### src/rtl/fopcs_pkg.sv
// Package of the formatter operation/control status block: register
// indices, field positions, reset values, state records.
// Assumes a 32-bit AHB-Lite register bus, one word per register index.
package fopcs_pkg;

	// ==========================================================
	// Register indices (byte address is four times the index)
	localparam logic [7:0] FOPCS_IDX_OPCS = 8'h7A;
	localparam logic [7:0] FOPCS_IDX_MIRROR_A = 8'h41;
	localparam logic [7:0] FOPCS_IDX_MIRROR_B = 8'h61;
	localparam logic [7:0] FOPCS_IDX_SYNC_PAT = 8'h7F;
	localparam int FOPCS_IDX_LSB = 2;
	localparam int FOPCS_IDX_MSB = 9;

	// ==========================================================
	// Field positions of the operation/control status register
	localparam int FOPCS_BIT_INDEX = 0;
	localparam int FOPCS_BIT_SECTOR = 1;
	localparam int FOPCS_BIT_DATA_EDGE = 2;
	localparam int FOPCS_BIT_SYNC = 3;
	localparam int FOPCS_BIT_SEARCH = 4;
	localparam int FOPCS_BIT_SUPPRESS = 5;
	localparam int FOPCS_BIT_INHIBIT = 7;

	// ==========================================================
	// Reset values
	localparam logic [7:0] FOPCS_RST_OPCS = 8'h00;
	localparam logic [7:0] FOPCS_RST_SYNC_PAT = 8'hA1;
	localparam logic [31:0] FOPCS_RST_RDATA = 32'h0000_0000;

	// ==========================================================
	// AHB encodings
	localparam logic [1:0] FOPCS_HTRANS_NONSEQ = 2'h2;
	localparam logic [1:0] FOPCS_HTRANS_SEQ = 2'h3;
	localparam logic [2:0] FOPCS_HSIZE_WORD = 3'h2;
	localparam logic FOPCS_HRESP_OKAY = 1'b0;

	// ==========================================================
	// Deserializer
	localparam logic [2:0] FOPCS_BITS_LAST = 3'h7;

	// Software controls
	typedef struct packed {
		logic inhibit_carry;
		logic buffer_access_disable;
		logic search_buffer;
	} fopcs_ctrl_t;

	// Deserialized byte towards compare and ECC logic
	typedef struct packed {
		logic valid;
		logic [7:0] data;
	} fopcs_byte_t;

	// Sync hunt states
	typedef enum logic [0:0] {
		FOPCS_HUNT = 1'b0,
		FOPCS_LOCKED = 1'b1
	} fopcs_sync_state_t;

endpackage : fopcs_pkg

### src/rtl/fopcs_event_flag.sv
// Sticky flag set on a rising edge of a qualified input, cleared by a strobe.
// Assumes the watched input is synchronous to hclk.
`timescale 1ns/1ps
`default_nettype none
module fopcs_event_flag
	import fopcs_pkg::*;
(
	input wire logic hclk, // Clock
	input wire logic hresetn, // Async reset, active low
	input wire logic watch, // Watched signal
	input wire logic qualify, // Edge counts only while high
	input wire logic clear, // Clear strobe
	output logic flag // Sticky flag
);
	typedef struct packed {
		logic prev;
		logic flag;
	} fopcs_flag_state_t;

	fopcs_flag_state_t st_ff;
	fopcs_flag_state_t nxt_st;
	logic rise;

	// ==========================================================
	// Next state: a set in the clearing cycle wins
	always_comb begin
		nxt_st = st_ff;
		rise = watch & ~st_ff.prev & qualify;
		nxt_st.prev = watch;
		nxt_st.flag = rise | (st_ff.flag & ~clear);
	end

	always_ff @(posedge hclk or negedge hresetn) begin
		if (!hresetn) begin
			st_ff <= '0;
		end else begin
			st_ff <= nxt_st;
		end
	end

	assign flag = st_ff.flag;
endmodule : fopcs_event_flag
`default_nettype wire

### src/rtl/fopcs_deser.sv
// Serial read data deserializer with sync-pattern hunt.
// Assumes one bit per cycle in which bit_strobe is high.
`timescale 1ns/1ps
`default_nettype none
module fopcs_deser
	import fopcs_pkg::*;
(
	input wire logic hclk, // Clock
	input wire logic hresetn, // Async reset, active low
	input wire logic read_gate, // Read window
	input wire logic bit_strobe, // Serial bit valid
	input wire logic serial_in, // Serial read data
	input wire logic [7:0] sync_pattern, // Pattern that marks sync
	output logic synced, // Locked to the stream
	output fopcs_byte_t rd_byte // Deserialized byte, valid one cycle
);
	typedef struct packed {
		fopcs_sync_state_t mode;
		logic [7:0] shift;
		logic [2:0] bitcnt;
		fopcs_byte_t out;
	} fopcs_deser_state_t;

	fopcs_deser_state_t st_ff;
	fopcs_deser_state_t nxt_st;
	logic [7:0] shifted;

	// ==========================================================
	// Hunt for the pattern, then frame bytes after it
	always_comb begin
		nxt_st = st_ff;
		shifted = {st_ff.shift[6:0], serial_in};
		nxt_st.out.valid = 1'b0;
		if (!read_gate) begin
			nxt_st.mode = FOPCS_HUNT;
			nxt_st.bitcnt = '0;
		end else if (bit_strobe) begin
			nxt_st.shift = shifted;
			case (st_ff.mode)
				FOPCS_HUNT: begin
					if (shifted == sync_pattern) begin
						nxt_st.mode = FOPCS_LOCKED;
						nxt_st.bitcnt = '0;
					end
				end
				FOPCS_LOCKED: begin
					nxt_st.bitcnt = st_ff.bitcnt + 3'h1;
					if (st_ff.bitcnt == FOPCS_BITS_LAST) begin
						nxt_st.out.valid = 1'b1;
						nxt_st.out.data = shifted;
					end
				end
				default: nxt_st.mode = FOPCS_HUNT;
			endcase
		end
	end

	always_ff @(posedge hclk or negedge hresetn) begin
		if (!hresetn) begin
			st_ff <= '0;
		end else begin
			st_ff <= nxt_st;
		end
	end

	assign synced = (st_ff.mode == FOPCS_LOCKED);
	assign rd_byte = st_ff.out;
endmodule : fopcs_deser
`default_nettype wire

### src/rtl/fopcs_top.sv
// Formatter operation/control status register bank with its disk-side
// event capture, compare source selection and transfer gating.
// Assumes one AHB-Lite master, drive pins synchronous to hclk.
//
// The implementer's own choices: the AHB-Lite register port and the placing of the registers.
`timescale 1ns/1ps
`default_nettype none
module fopcs_top
	import fopcs_pkg::*;
(
	input wire logic hclk, // Clock, 125 MHz
	input wire logic hresetn, // Async reset, active low
	// AHB-Lite slave
	input wire logic hsel, // Slave select
	input wire logic [31:0] haddr, // Byte address
	input wire logic [1:0] htrans, // Transfer type
	input wire logic hwrite, // Write when high
	input wire logic [2:0] hsize, // Transfer size
	input wire logic [31:0] hwdata, // Write data
	input wire logic hready, // Bus ready in
	output logic [31:0] hrdata, // Read data
	output logic hreadyout, // Slave ready
	output logic hresp, // Response, always OKAY
	// Drive side
	input wire logic index_pulse, // Index pulse from drive
	input wire logic sector_mark_pulse, // Sector or address-mark pulse
	input wire logic read_gate, // Read window
	input wire logic nrz_bit_strobe, // Serial bit valid
	input wire logic nrz_read_data, // Serial read data
	// Sequencer side
	input wire logic seq_write_op, // Write operation active
	input wire logic [7:0] control_store_pattern, // Sequencer data field
	input wire logic [7:0] buf_rd_data, // Byte read from buffer
	input wire logic seq_buf_req, // Sequencer wants a buffer access
	input wire logic seq_count_carry, // Count field carry request
	input wire logic seq_count_load, // Count field load request
	output logic buf_req, // Buffer access request
	output logic [7:0] wr_serial_byte, // Byte to serialize on write
	output logic [7:0] buf_wr_data, // Byte to store in buffer
	output logic buf_wr_en, // Store strobe, one cycle
	output logic [7:0] ecc_byte, // Byte to ECC checker
	output logic ecc_byte_valid, // ECC byte strobe, one cycle
	output logic compare_equal, // Read byte equals reference
	output logic compare_high, // Read byte above reference
	output logic compare_low, // Read byte below reference
	output logic compare_valid, // Compare result strobe
	output logic count_carry_en, // Carry to the count field
	output logic count_load_en, // Load of the count field
	output logic [1:0] irq_status_mirror // Index and sector bits for interrupt status
);
	// ==========================================================
	// State
	typedef struct packed {
		logic wr_pend;
		logic [7:0] wr_idx;
		logic [31:0] rdata;
		fopcs_ctrl_t ctrl;
		logic [7:0] sync_pat;
		logic [7:0] wr_byte;
		logic [7:0] st_byte;
		logic st_en;
		logic [7:0] ecc_b;
		logic ecc_v;
		logic cmp_eq;
		logic cmp_hi;
		logic cmp_lo;
		logic cmp_v;
	} fopcs_top_state_t;

	fopcs_top_state_t st_ff;
	fopcs_top_state_t nxt_st;

	logic flag_index;
	logic flag_sector;
	logic flag_edge;
	logic synced;
	fopcs_byte_t rd_byte;
	logic addr_phase;
	logic [7:0] idx;
	logic rd_opcs;
	logic [7:0] opcs_view;
	logic [7:0] ref_byte;

	// ==========================================================
	// Bus decode
	assign addr_phase = hsel & hready & (htrans == FOPCS_HTRANS_NONSEQ || htrans == FOPCS_HTRANS_SEQ);
	assign idx = haddr[FOPCS_IDX_MSB:FOPCS_IDX_LSB];
	assign rd_opcs = addr_phase & ~hwrite & (idx == FOPCS_IDX_OPCS) & (haddr[31:10] == 22'h0);

	// ==========================================================
	// Event flags
	fopcs_event_flag u_flag_index (
		.hclk(hclk),
		.hresetn(hresetn),
		.watch(index_pulse),
		.qualify(1'b1),
		.clear(rd_opcs),
		.flag(flag_index)
	);

	fopcs_event_flag u_flag_sector (
		.hclk(hclk),
		.hresetn(hresetn),
		.watch(sector_mark_pulse),
		.qualify(1'b1),
		.clear(rd_opcs),
		.flag(flag_sector)
	);

	// A bit sampled without a strobe still counts; edges are seen on the pin
	fopcs_event_flag u_flag_edge (
		.hclk(hclk),
		.hresetn(hresetn),
		.watch(nrz_read_data),
		.qualify(read_gate),
		.clear(rd_opcs),
		.flag(flag_edge)
	);

	fopcs_deser u_deser (
		.hclk(hclk),
		.hresetn(hresetn),
		.read_gate(read_gate),
		.bit_strobe(nrz_bit_strobe),
		.serial_in(nrz_read_data),
		.sync_pattern(st_ff.sync_pat),
		.synced(synced),
		.rd_byte(rd_byte)
	);

	// ==========================================================
	// Register view
	always_comb begin
		opcs_view = 8'h00;
		opcs_view[FOPCS_BIT_INDEX] = flag_index;
		opcs_view[FOPCS_BIT_SECTOR] = flag_sector;
		opcs_view[FOPCS_BIT_DATA_EDGE] = flag_edge;
		opcs_view[FOPCS_BIT_SYNC] = synced;
		opcs_view[FOPCS_BIT_SEARCH] = st_ff.ctrl.search_buffer;
		opcs_view[FOPCS_BIT_SUPPRESS] = st_ff.ctrl.buffer_access_disable;
		opcs_view[FOPCS_BIT_INHIBIT] = st_ff.ctrl.inhibit_carry;
	end

	// Compare reference source
	assign ref_byte = st_ff.ctrl.search_buffer ? buf_rd_data : control_store_pattern;

	// ==========================================================
	// Next state
	always_comb begin
		nxt_st = st_ff;

		// Read data is captured at the address phase for the data phase
		if (addr_phase && !hwrite) begin
			if (haddr[31:10] != 22'h0) begin
				nxt_st.rdata = 32'h0000_0000;
			end else if (idx == FOPCS_IDX_OPCS) begin
				nxt_st.rdata = {24'h00_0000, opcs_view};
			end else if (idx == FOPCS_IDX_MIRROR_A || idx == FOPCS_IDX_MIRROR_B) begin
				nxt_st.rdata = {30'h0000_0000, flag_sector, flag_index};
			end else if (idx == FOPCS_IDX_SYNC_PAT) begin
				nxt_st.rdata = {24'h00_0000, st_ff.sync_pat};
			end else begin
				nxt_st.rdata = 32'h0000_0000;
			end
		end

		// Write data arrives in the data phase
		if (st_ff.wr_pend) begin
			if (st_ff.wr_idx == FOPCS_IDX_OPCS) begin
				nxt_st.ctrl.search_buffer = hwdata[FOPCS_BIT_SEARCH];
				nxt_st.ctrl.buffer_access_disable = hwdata[FOPCS_BIT_SUPPRESS];
				nxt_st.ctrl.inhibit_carry = hwdata[FOPCS_BIT_INHIBIT];
			end else if (st_ff.wr_idx == FOPCS_IDX_SYNC_PAT) begin
				nxt_st.sync_pat = hwdata[7:0];
			end
		end
		nxt_st.wr_pend = addr_phase & hwrite & (haddr[31:10] == 22'h0);
		nxt_st.wr_idx = idx;

		// Serial write source
		if (st_ff.ctrl.buffer_access_disable) begin
			nxt_st.wr_byte = control_store_pattern;
		end else begin
			nxt_st.wr_byte = buf_rd_data;
		end

		// Read path: outside a write operation ECC always sees the byte, the buffer only when allowed
		nxt_st.ecc_v = rd_byte.valid & ~seq_write_op;
		nxt_st.ecc_b = rd_byte.data;
		nxt_st.st_en = rd_byte.valid & ~seq_write_op & ~st_ff.ctrl.buffer_access_disable;
		nxt_st.st_byte = rd_byte.data;

		// Compare on each framed byte
		nxt_st.cmp_v = rd_byte.valid;
		if (rd_byte.valid) begin
			nxt_st.cmp_eq = (rd_byte.data == ref_byte);
			nxt_st.cmp_hi = (rd_byte.data > ref_byte);
			nxt_st.cmp_lo = (rd_byte.data < ref_byte);
		end
	end

	// ==========================================================
	// Registers
	always_ff @(posedge hclk or negedge hresetn) begin
		if (!hresetn) begin
			st_ff <= '0;
			st_ff.rdata <= FOPCS_RST_RDATA;
			st_ff.ctrl <= fopcs_ctrl_t'({FOPCS_RST_OPCS[FOPCS_BIT_INHIBIT], FOPCS_RST_OPCS[FOPCS_BIT_SUPPRESS],
				FOPCS_RST_OPCS[FOPCS_BIT_SEARCH]});
			st_ff.sync_pat <= FOPCS_RST_SYNC_PAT;
		end else begin
			st_ff <= nxt_st;
		end
	end

	// ==========================================================
	// Outputs
	assign hrdata = st_ff.rdata;
	assign hreadyout = 1'b1;
	assign hresp = FOPCS_HRESP_OKAY;

	assign buf_req = seq_buf_req & ~st_ff.ctrl.buffer_access_disable;
	assign wr_serial_byte = st_ff.wr_byte;
	assign buf_wr_data = st_ff.st_byte;
	assign buf_wr_en = st_ff.st_en;
	assign ecc_byte = st_ff.ecc_b;
	assign ecc_byte_valid = st_ff.ecc_v;
	assign compare_equal = st_ff.cmp_eq;
	assign compare_high = st_ff.cmp_hi;
	assign compare_low = st_ff.cmp_lo;
	assign compare_valid = st_ff.cmp_v;

	assign count_carry_en = seq_count_carry & ~st_ff.ctrl.inhibit_carry;
	assign count_load_en = seq_count_load & ~st_ff.ctrl.inhibit_carry;

	assign irq_status_mirror = {flag_sector, flag_index};

	// Bit 2 may be set again right after a read; software polls it to clear
endmodule : fopcs_top
`default_nettype wire

### config.mk
export PLATFORM = sky130hd
export DESIGN_NAME = fopcs_top
export DESIGN_NICKNAME = d
export VERILOG_FILES = /design/src/rtl/fopcs_pkg.sv /design/src/rtl/fopcs_event_flag.sv /design/src/rtl/fopcs_deser.sv /design/src/rtl/fopcs_top.sv
export SDC_FILE = /design/constraint.sdc
export NUM_CORES = 1
export LEC_CHECK = 0
export BUFFER_PORTS_ARGS = -buffer_cell sky130_fd_sc_hd__buf_2
export CAP_MARGIN = 5
export CORE_ASPECT_RATIO = 1.5
export CORE_MARGIN = 4
export CORE_UTILIZATION = 40
export DETAILED_ROUTE_END_ITERATION = 12
export PLACE_DENSITY = 0.81
export SETUP_SLACK_MARGIN = 0.1
export SYNTH_ARGS = -nofsm -noshare
export SYNTH_HDL_FRONTEND = slang
export SYNTH_SLANG_ARGS = --single-unit
### constraint.sdc
create_clock -name hclk -period 5.65 [get_ports hclk]
set_input_delay 0.8475 -clock hclk [delete_from_list [all_inputs] [get_ports hclk]]
set_output_delay 0.8475 -clock hclk [all_outputs]
set_load 0.02 [all_outputs]
After elaboration in Yosys (flattened, before gate mapping) --
Index checks and enable logic that the tools add are counted.
Cells by class: add/subtract/negate cells 1, magnitude comparators 2, equality and inequality tests 13, mux-type cells 16, bitwise logic cells 32, reductions and logical operators 11
Operator list (count):
- $eq A8 B7 Y1 const B | 6
- $mux W8 | 6
- $mux W9 | 3
- $logic_not A22 Y1 | 1
- $reduce_bool A22 Y1 | 1
- $mux W21 | 1
- $and A1 B1 Y1 | 19
- $eq A8 B8 Y1 | 2
- $not A1 Y1 | 10
- $gt A8 B8 Y1 | 1
- $lt A8 B8 Y1 | 1
- $mux W3 | 2
- $pmux W3 S2 | 1
- $reduce_and A2 Y1 | 3
- $eq A2 B2 Y1 const B | 2
- $reduce_and A4 Y1 | 1
- $add A3 B1 Y3 const B | 1
- $eq A3 B3 Y1 const B | 1
- $mux W1 | 3
- $ne A3 B2 Y1 const B | 1
- $or A1 B1 Y1 | 3
- $reduce_and A3 Y1 | 1
- $logic_or A1 B1 Y1 | 2
- $ne A2 B1 Y1 const B | 1
- 2 further kinds | 2
Storage, ports and cells: bits in registers 101, logic and storage cells 101

Logic depth before layout (Yosys ltp) --
depth in word-level cells 9, gate-level depth with buffers 7, depth with buffers taken out 6

Modules after synthesis --
A second synthesis with hierarchy kept.
Unflattened totals: cells, all modules 344, area, all modules 3867.5 µm²
By module, submodules not included:
- fopcs_top | times used 1, cells an instance 236, area each 2665.1 µm²
- fopcs_deser | times used 1, cells an instance 93, area each 992.2 µm²
- fopcs_event_flag | times used 3, cells an instance 5, area each 70.1 µm²

Least setup slack after synthesis --
OpenSTA, ideal clock, no wires.
kind in2out, from input port seq_buf_req, to output port buf_req, data arrival time 1.175 ns, setup slack 3.628 ns, stages on the path 1, buffers on the path 0, path through nor2b_1
Between the ends: word-level cells in the longest chain between the ends 1
Ends and longest elaborated chain:
- from (decl) | line fopcs_top.sv:34 | input wire logic seq_buf_req,
- $and A1 B1 Y1 | line fopcs_top.sv:222 | assign buf_req = seq_buf_req & ~st_ff.ctrl.buffer_access_disable;
- to (decl) | line fopcs_top.sv:37 | output logic buf_req,
Every way passes these cells.

Final worst setup path --
from input port haddr[6], to register st_ff (netlist bit hrdata[2])
Between the ends: word-level cells in the longest chain between the ends 5
Ends and longest elaborated chain:
- from (decl) | line fopcs_top.sv:15 | input wire logic [31:0] haddr,
- $eq A8 B7 Y1, on equally long branches | line fopcs_top.sv:160, fopcs_top.sv:158
- $mux W8 or $logic_or A1 B1 Y1 (tied branches) | line fopcs_top.sv:160, fopcs_top.sv:158
- $mux W8 | line fopcs_top.sv:158 | end else if (idx == FOPCS_IDX_MIRROR_A || idx == FOPCS_IDX_MIRROR_B) begin
- $mux W8 * | line fopcs_top.sv:156 | end else if (idx == FOPCS_IDX_OPCS) begin
- $mux W8 * | line fopcs_top.sv:154 | if (haddr[31:10] != 22'h0) begin
- to (signal assigned) | line fopcs_top.sv:212 | st_ff <= nxt_st;
- to (decl) | line fopcs_top.sv:70 | fopcs_top_state_t st_ff;
Every way passes the cells marked *; elsewhere a longest branch is shown, timed or not. A chain may end at the register's enable or synchronous reset.

==> results.md <==
* Input/output buffers at 111
* Mux cell area share after synthesis at 0.126
* WP buf/inv at 1
* FF-to-FF End: compare_high$_DFFE_PN0P_
* Post-CTS Setup Bufs at 0
* RePlAce Congestion at 0.783
* Crit-path cells: buf_2 > nand4_1 > nor3_1 > a22oi_1 > o21ai_1
* Antenna cell count at 0
* Post-synthesis async set-or-reset flop share at 1.00
* Final Instance Area at 0.00430 mm^2
* Crit-path max FO at 8
* Top FF cell, synth: dfrtp_1
* DRT antenna net count at 0
* Final Max Tran Viols at 0
* Fin. Hold Viols at 0
* R2R setup slack at 3.64 ns
* Power Total at 1.25 mW
* Worst slew pin tran at 1.03 ns
* Min Tclk post-route at 2.07 ns
* Rel. slew slack at 0.308
* Post-synth EDFFs at 0
* Reg2reg path depth at 6
* Final Setup Violations at 0
* Crit Path Category: in -> reg
* Critical Path Max Stage Delay at 0.87 ns
* Total Wirelength at 7.46 mm
* Switching part of the total at 0.248
* Adder-cell area share of the yosys netlist at 0.0339
* Max Cap Viol at 0
* Critical path's slowest cell: nor3_1
* DR WL/cell at 14.8 um
* Full die area at 0.0109 mm^2
* Clk slew on worst S/H paths at 0.06 ns
* Non-filler cells, final at 505
* Placed inst area at 0.00402 mm^2
* Clk_skew at 0.00569 ns
* Period Utilization, post-route at 0.367
* CP Depth at 5
* Total CTS buffers at 9
* Ratio of cells with drive above 1 in the final layout at 0.453
* Syn_area_per_cell at 12.1 um^2
* Die height at 126 um
* Yosys cell types at 45
* Placed instance count at 489
* Switching Power at 0.311 mW
* Internal power at 0.942 mW
* Worst Hold Class: reg -> reg
* Skew-Pair Late Insertion Delay at 0.33 ns
* Clk pwr share at 0.418
* Status: finished, final reports clean
* RSZ-0062 raised after global routing: no
* Initial antenna violation count at 0
* Worst setup endpoint: hrdata[2]$_DFFE_PN0P_
* Synth Area in XOR/XNOR at 0.0190
* Comb pwr share at 0.103
* Total global routing overflow at 0
* Crit start category: input pin
* Sequential share of power at 0.479
* Commonest non-fill, non-tap cell in the layout: buf_2
* I/O pins at 168
* Synth Area in Compound Gates at 0.0627
* Post-CTS Resized at 0
* Hold Slack at 0.407 ns
* Most frequent cells in the layout: buf_2, dfrtp_1, mux2_2
* CP Capture Type: register
* Main combinational cell family by area after synthesis: buffers and inverters
* Required time worst endpoint at 5.89 ns
* Critical path arrival at 2.31 ns
* Simple-Gate Fraction of Synth Area at 0.106
* H-tree depth at 3
* CP startpoint: haddr[6]
* Sum Neg Setup Slack at 0 ns
* Register area share after synthesis at 0.516
* Area Growth Syn to Fin at 16.6%
* Pwr Density at 291 mW/mm^2
* Detailed placement HPWL at 5.77 mm
* Clock Tree Buf Depth at 2
* Hold-fix buffers, CTS at 0
* Nets at 499
* Leakage power at 2.24 nW
* Clock Sinks at 76
* CTS tree: yes
* Vias in the first global route at 2523
* Starting Density at 0.413
* Maximum clock frequency at 483 MHz
* DR DRC count at 0
* Num rows at 42
* Seq cells post-synth at 76
* DR iter-0 viols at 62
* First-pass GRT wire length at 12.1 mm
* Warnings from Yosys at 0
* Syn Inst Count at 306
* Drt pass-1 iters at 4
* Core area at 0.00893 mm^2
* Vias/cell at 4.91
* Delay-heaviest family, CP: simple AND/OR/NAND/NOR gates
* CTS root buf: clkbuf_16
* Global Route Usage Sum at 0.143
* Largest net degree at the start of global routing at 77
* Final-layout fill cell count at 816
* Die width at 86.4 um
* Post-Syn Area at 0.00369 mm^2
* Peak VDD IR at 0.174 mV
* Via count at 2479
* Reg2Reg Launch Point: opcs_view[4]$_DFFE_PN0P_
[metrics by stage]
step	worst slack, ns	utilization
2_1_floorplan	3.63	-
3_3_place_gp	3.34	0.450
3_5_place_dp	3.25	0.450
4_1_cts	3.58	0.482
5_1_grt	3.46	0.482
6_report	3.58	0.482
[worst register-to-register path, cell delays in order, from the launching register on]
cell	delay [ns]
dfrtp_1	0.70
mux2i_1	0.29
ha_1	0.29
a21o_1	0.17
nand2_1	0.06
nand4b_1	0.14
o221a_2	0.27
[cell usage after synthesis, types with 2 or more instances]
master / n / area, um^2
inv_1: 9 / 33.8
nor4_1: 3 / 18.8
or3_1: 2 / 12.5
buf_4: 60 / 450
a32oi_1: 2 / 17.5
a32o_1: 2 / 20.0
nand4b_1: 2 / 17.5
nor2b_1: 10 / 62.6
conb_1: 2 / 7.51
or4_1: 2 / 15.0
a22oi_1: 5 / 37.5
xor2_1: 8 / 70.1
nand2_1: 18 / 67.6
or4_4: 3 / 33.8
nor3_1: 2 / 10.0
clkbuf_1: 2 / 7.51
dfrtp_1: 73 / 1830
a31o_2: 3 / 26.3
mux2i_1: 7 / 70.1
mux2_2: 35 / 394
nor2_2: 2 / 12.5
dfstp_2: 3 / 78.8
o22ai_1: 4 / 25.0
nor2_1: 2 / 7.51
a21oi_1: 2 / 10.0
nand4_1: 5 / 31.3
nand3_1: 3 / 15.0
ha_1: 10 / 125
o21ai_1: 8 / 40.0
o21ai_0: 2 / 10.0
[power by group through the flow]
stage,combinational (mW),sequential [mW],clock [mW]
global placement,0.127,0.609,0
floorplan,0.0989,0.600,0
finish,0.129,0.601,0.523
CTS,0.132,0.601,0.538
global route,0.143,0.606,0.564
detailed placement,0.131,0.611,0
[cell families after synthesis]
| group | after synthesis |
|---|---|
| flops | 76 |
| buf+inv | 72 |
| simple gates | 63 |
| mux | 42 |
| compound gates | 33 |
| fa+ha+maj | 10 |
| xor+xnor | 8 |
| other cells | 2 |
[layout make-up]
class,instances,area [um^2],area share
multi-input combinational,182,1380,0.321
inverter,9,33.8,0.00785
clock inverter,5,37.5,0.00872
sequential,76,1910,0.443
clock buffer,11,243,0.0564
tap,110,138,0.0320
timing repair buffer,112,566,0.131
[state kept, by name, indices dropped and copies added (netlist names), 3 cells and up]
name	flops
u_deser.rd_byte	9
ecc_byte	8
u_deser.st_ff	3
st_ff	17
u_deser.shifted	7
hrdata	8
wr_serial_byte	8
opcs_view	3
[how the worst min path moves through the flow]
stage / startpoint / to / slack (ns) / cells after the start
4_1_cts: u_deser.rd_byte[0]$_DFFE_PN0P_ / ecc_byte[0]$_DFF_PN0_ / 0.41 / 0
3_5_place_dp: u_deser.rd_byte[0]$_DFFE_PN0P_ / ecc_byte[0]$_DFF_PN0_ / 0.40 / 0
6_report: u_deser.rd_byte[0]$_DFFE_PN0P_ / ecc_byte[0]$_DFF_PN0_ / 0.41 / 0
3_3_place_gp: u_deser.rd_byte[0]$_DFFE_PN0P_ / ecc_byte[0]$_DFF_PN0_ / 0.39 / 0
5_1_grt: u_deser.rd_byte[0]$_DFFE_PN0P_ / ecc_byte[0]$_DFF_PN0_ / 0.42 / 0
2_1_floorplan: u_deser.rd_byte[0]$_DFFE_PN0P_ / ecc_byte[0]$_DFF_PN0_ / 0.37 / 0
[layer usage]
layer  vias to the layer above  GRT usage  part of all wire
met3                        13     0.0314             0.086
met2                       120      0.258              0.53
met4                         0     0.0670             0.023
met1                      1189      0.156              0.36
met5                         -          0                 0
li1                       1157          -                 -
No activity file was read; power rests on OpenSTA's default activity.
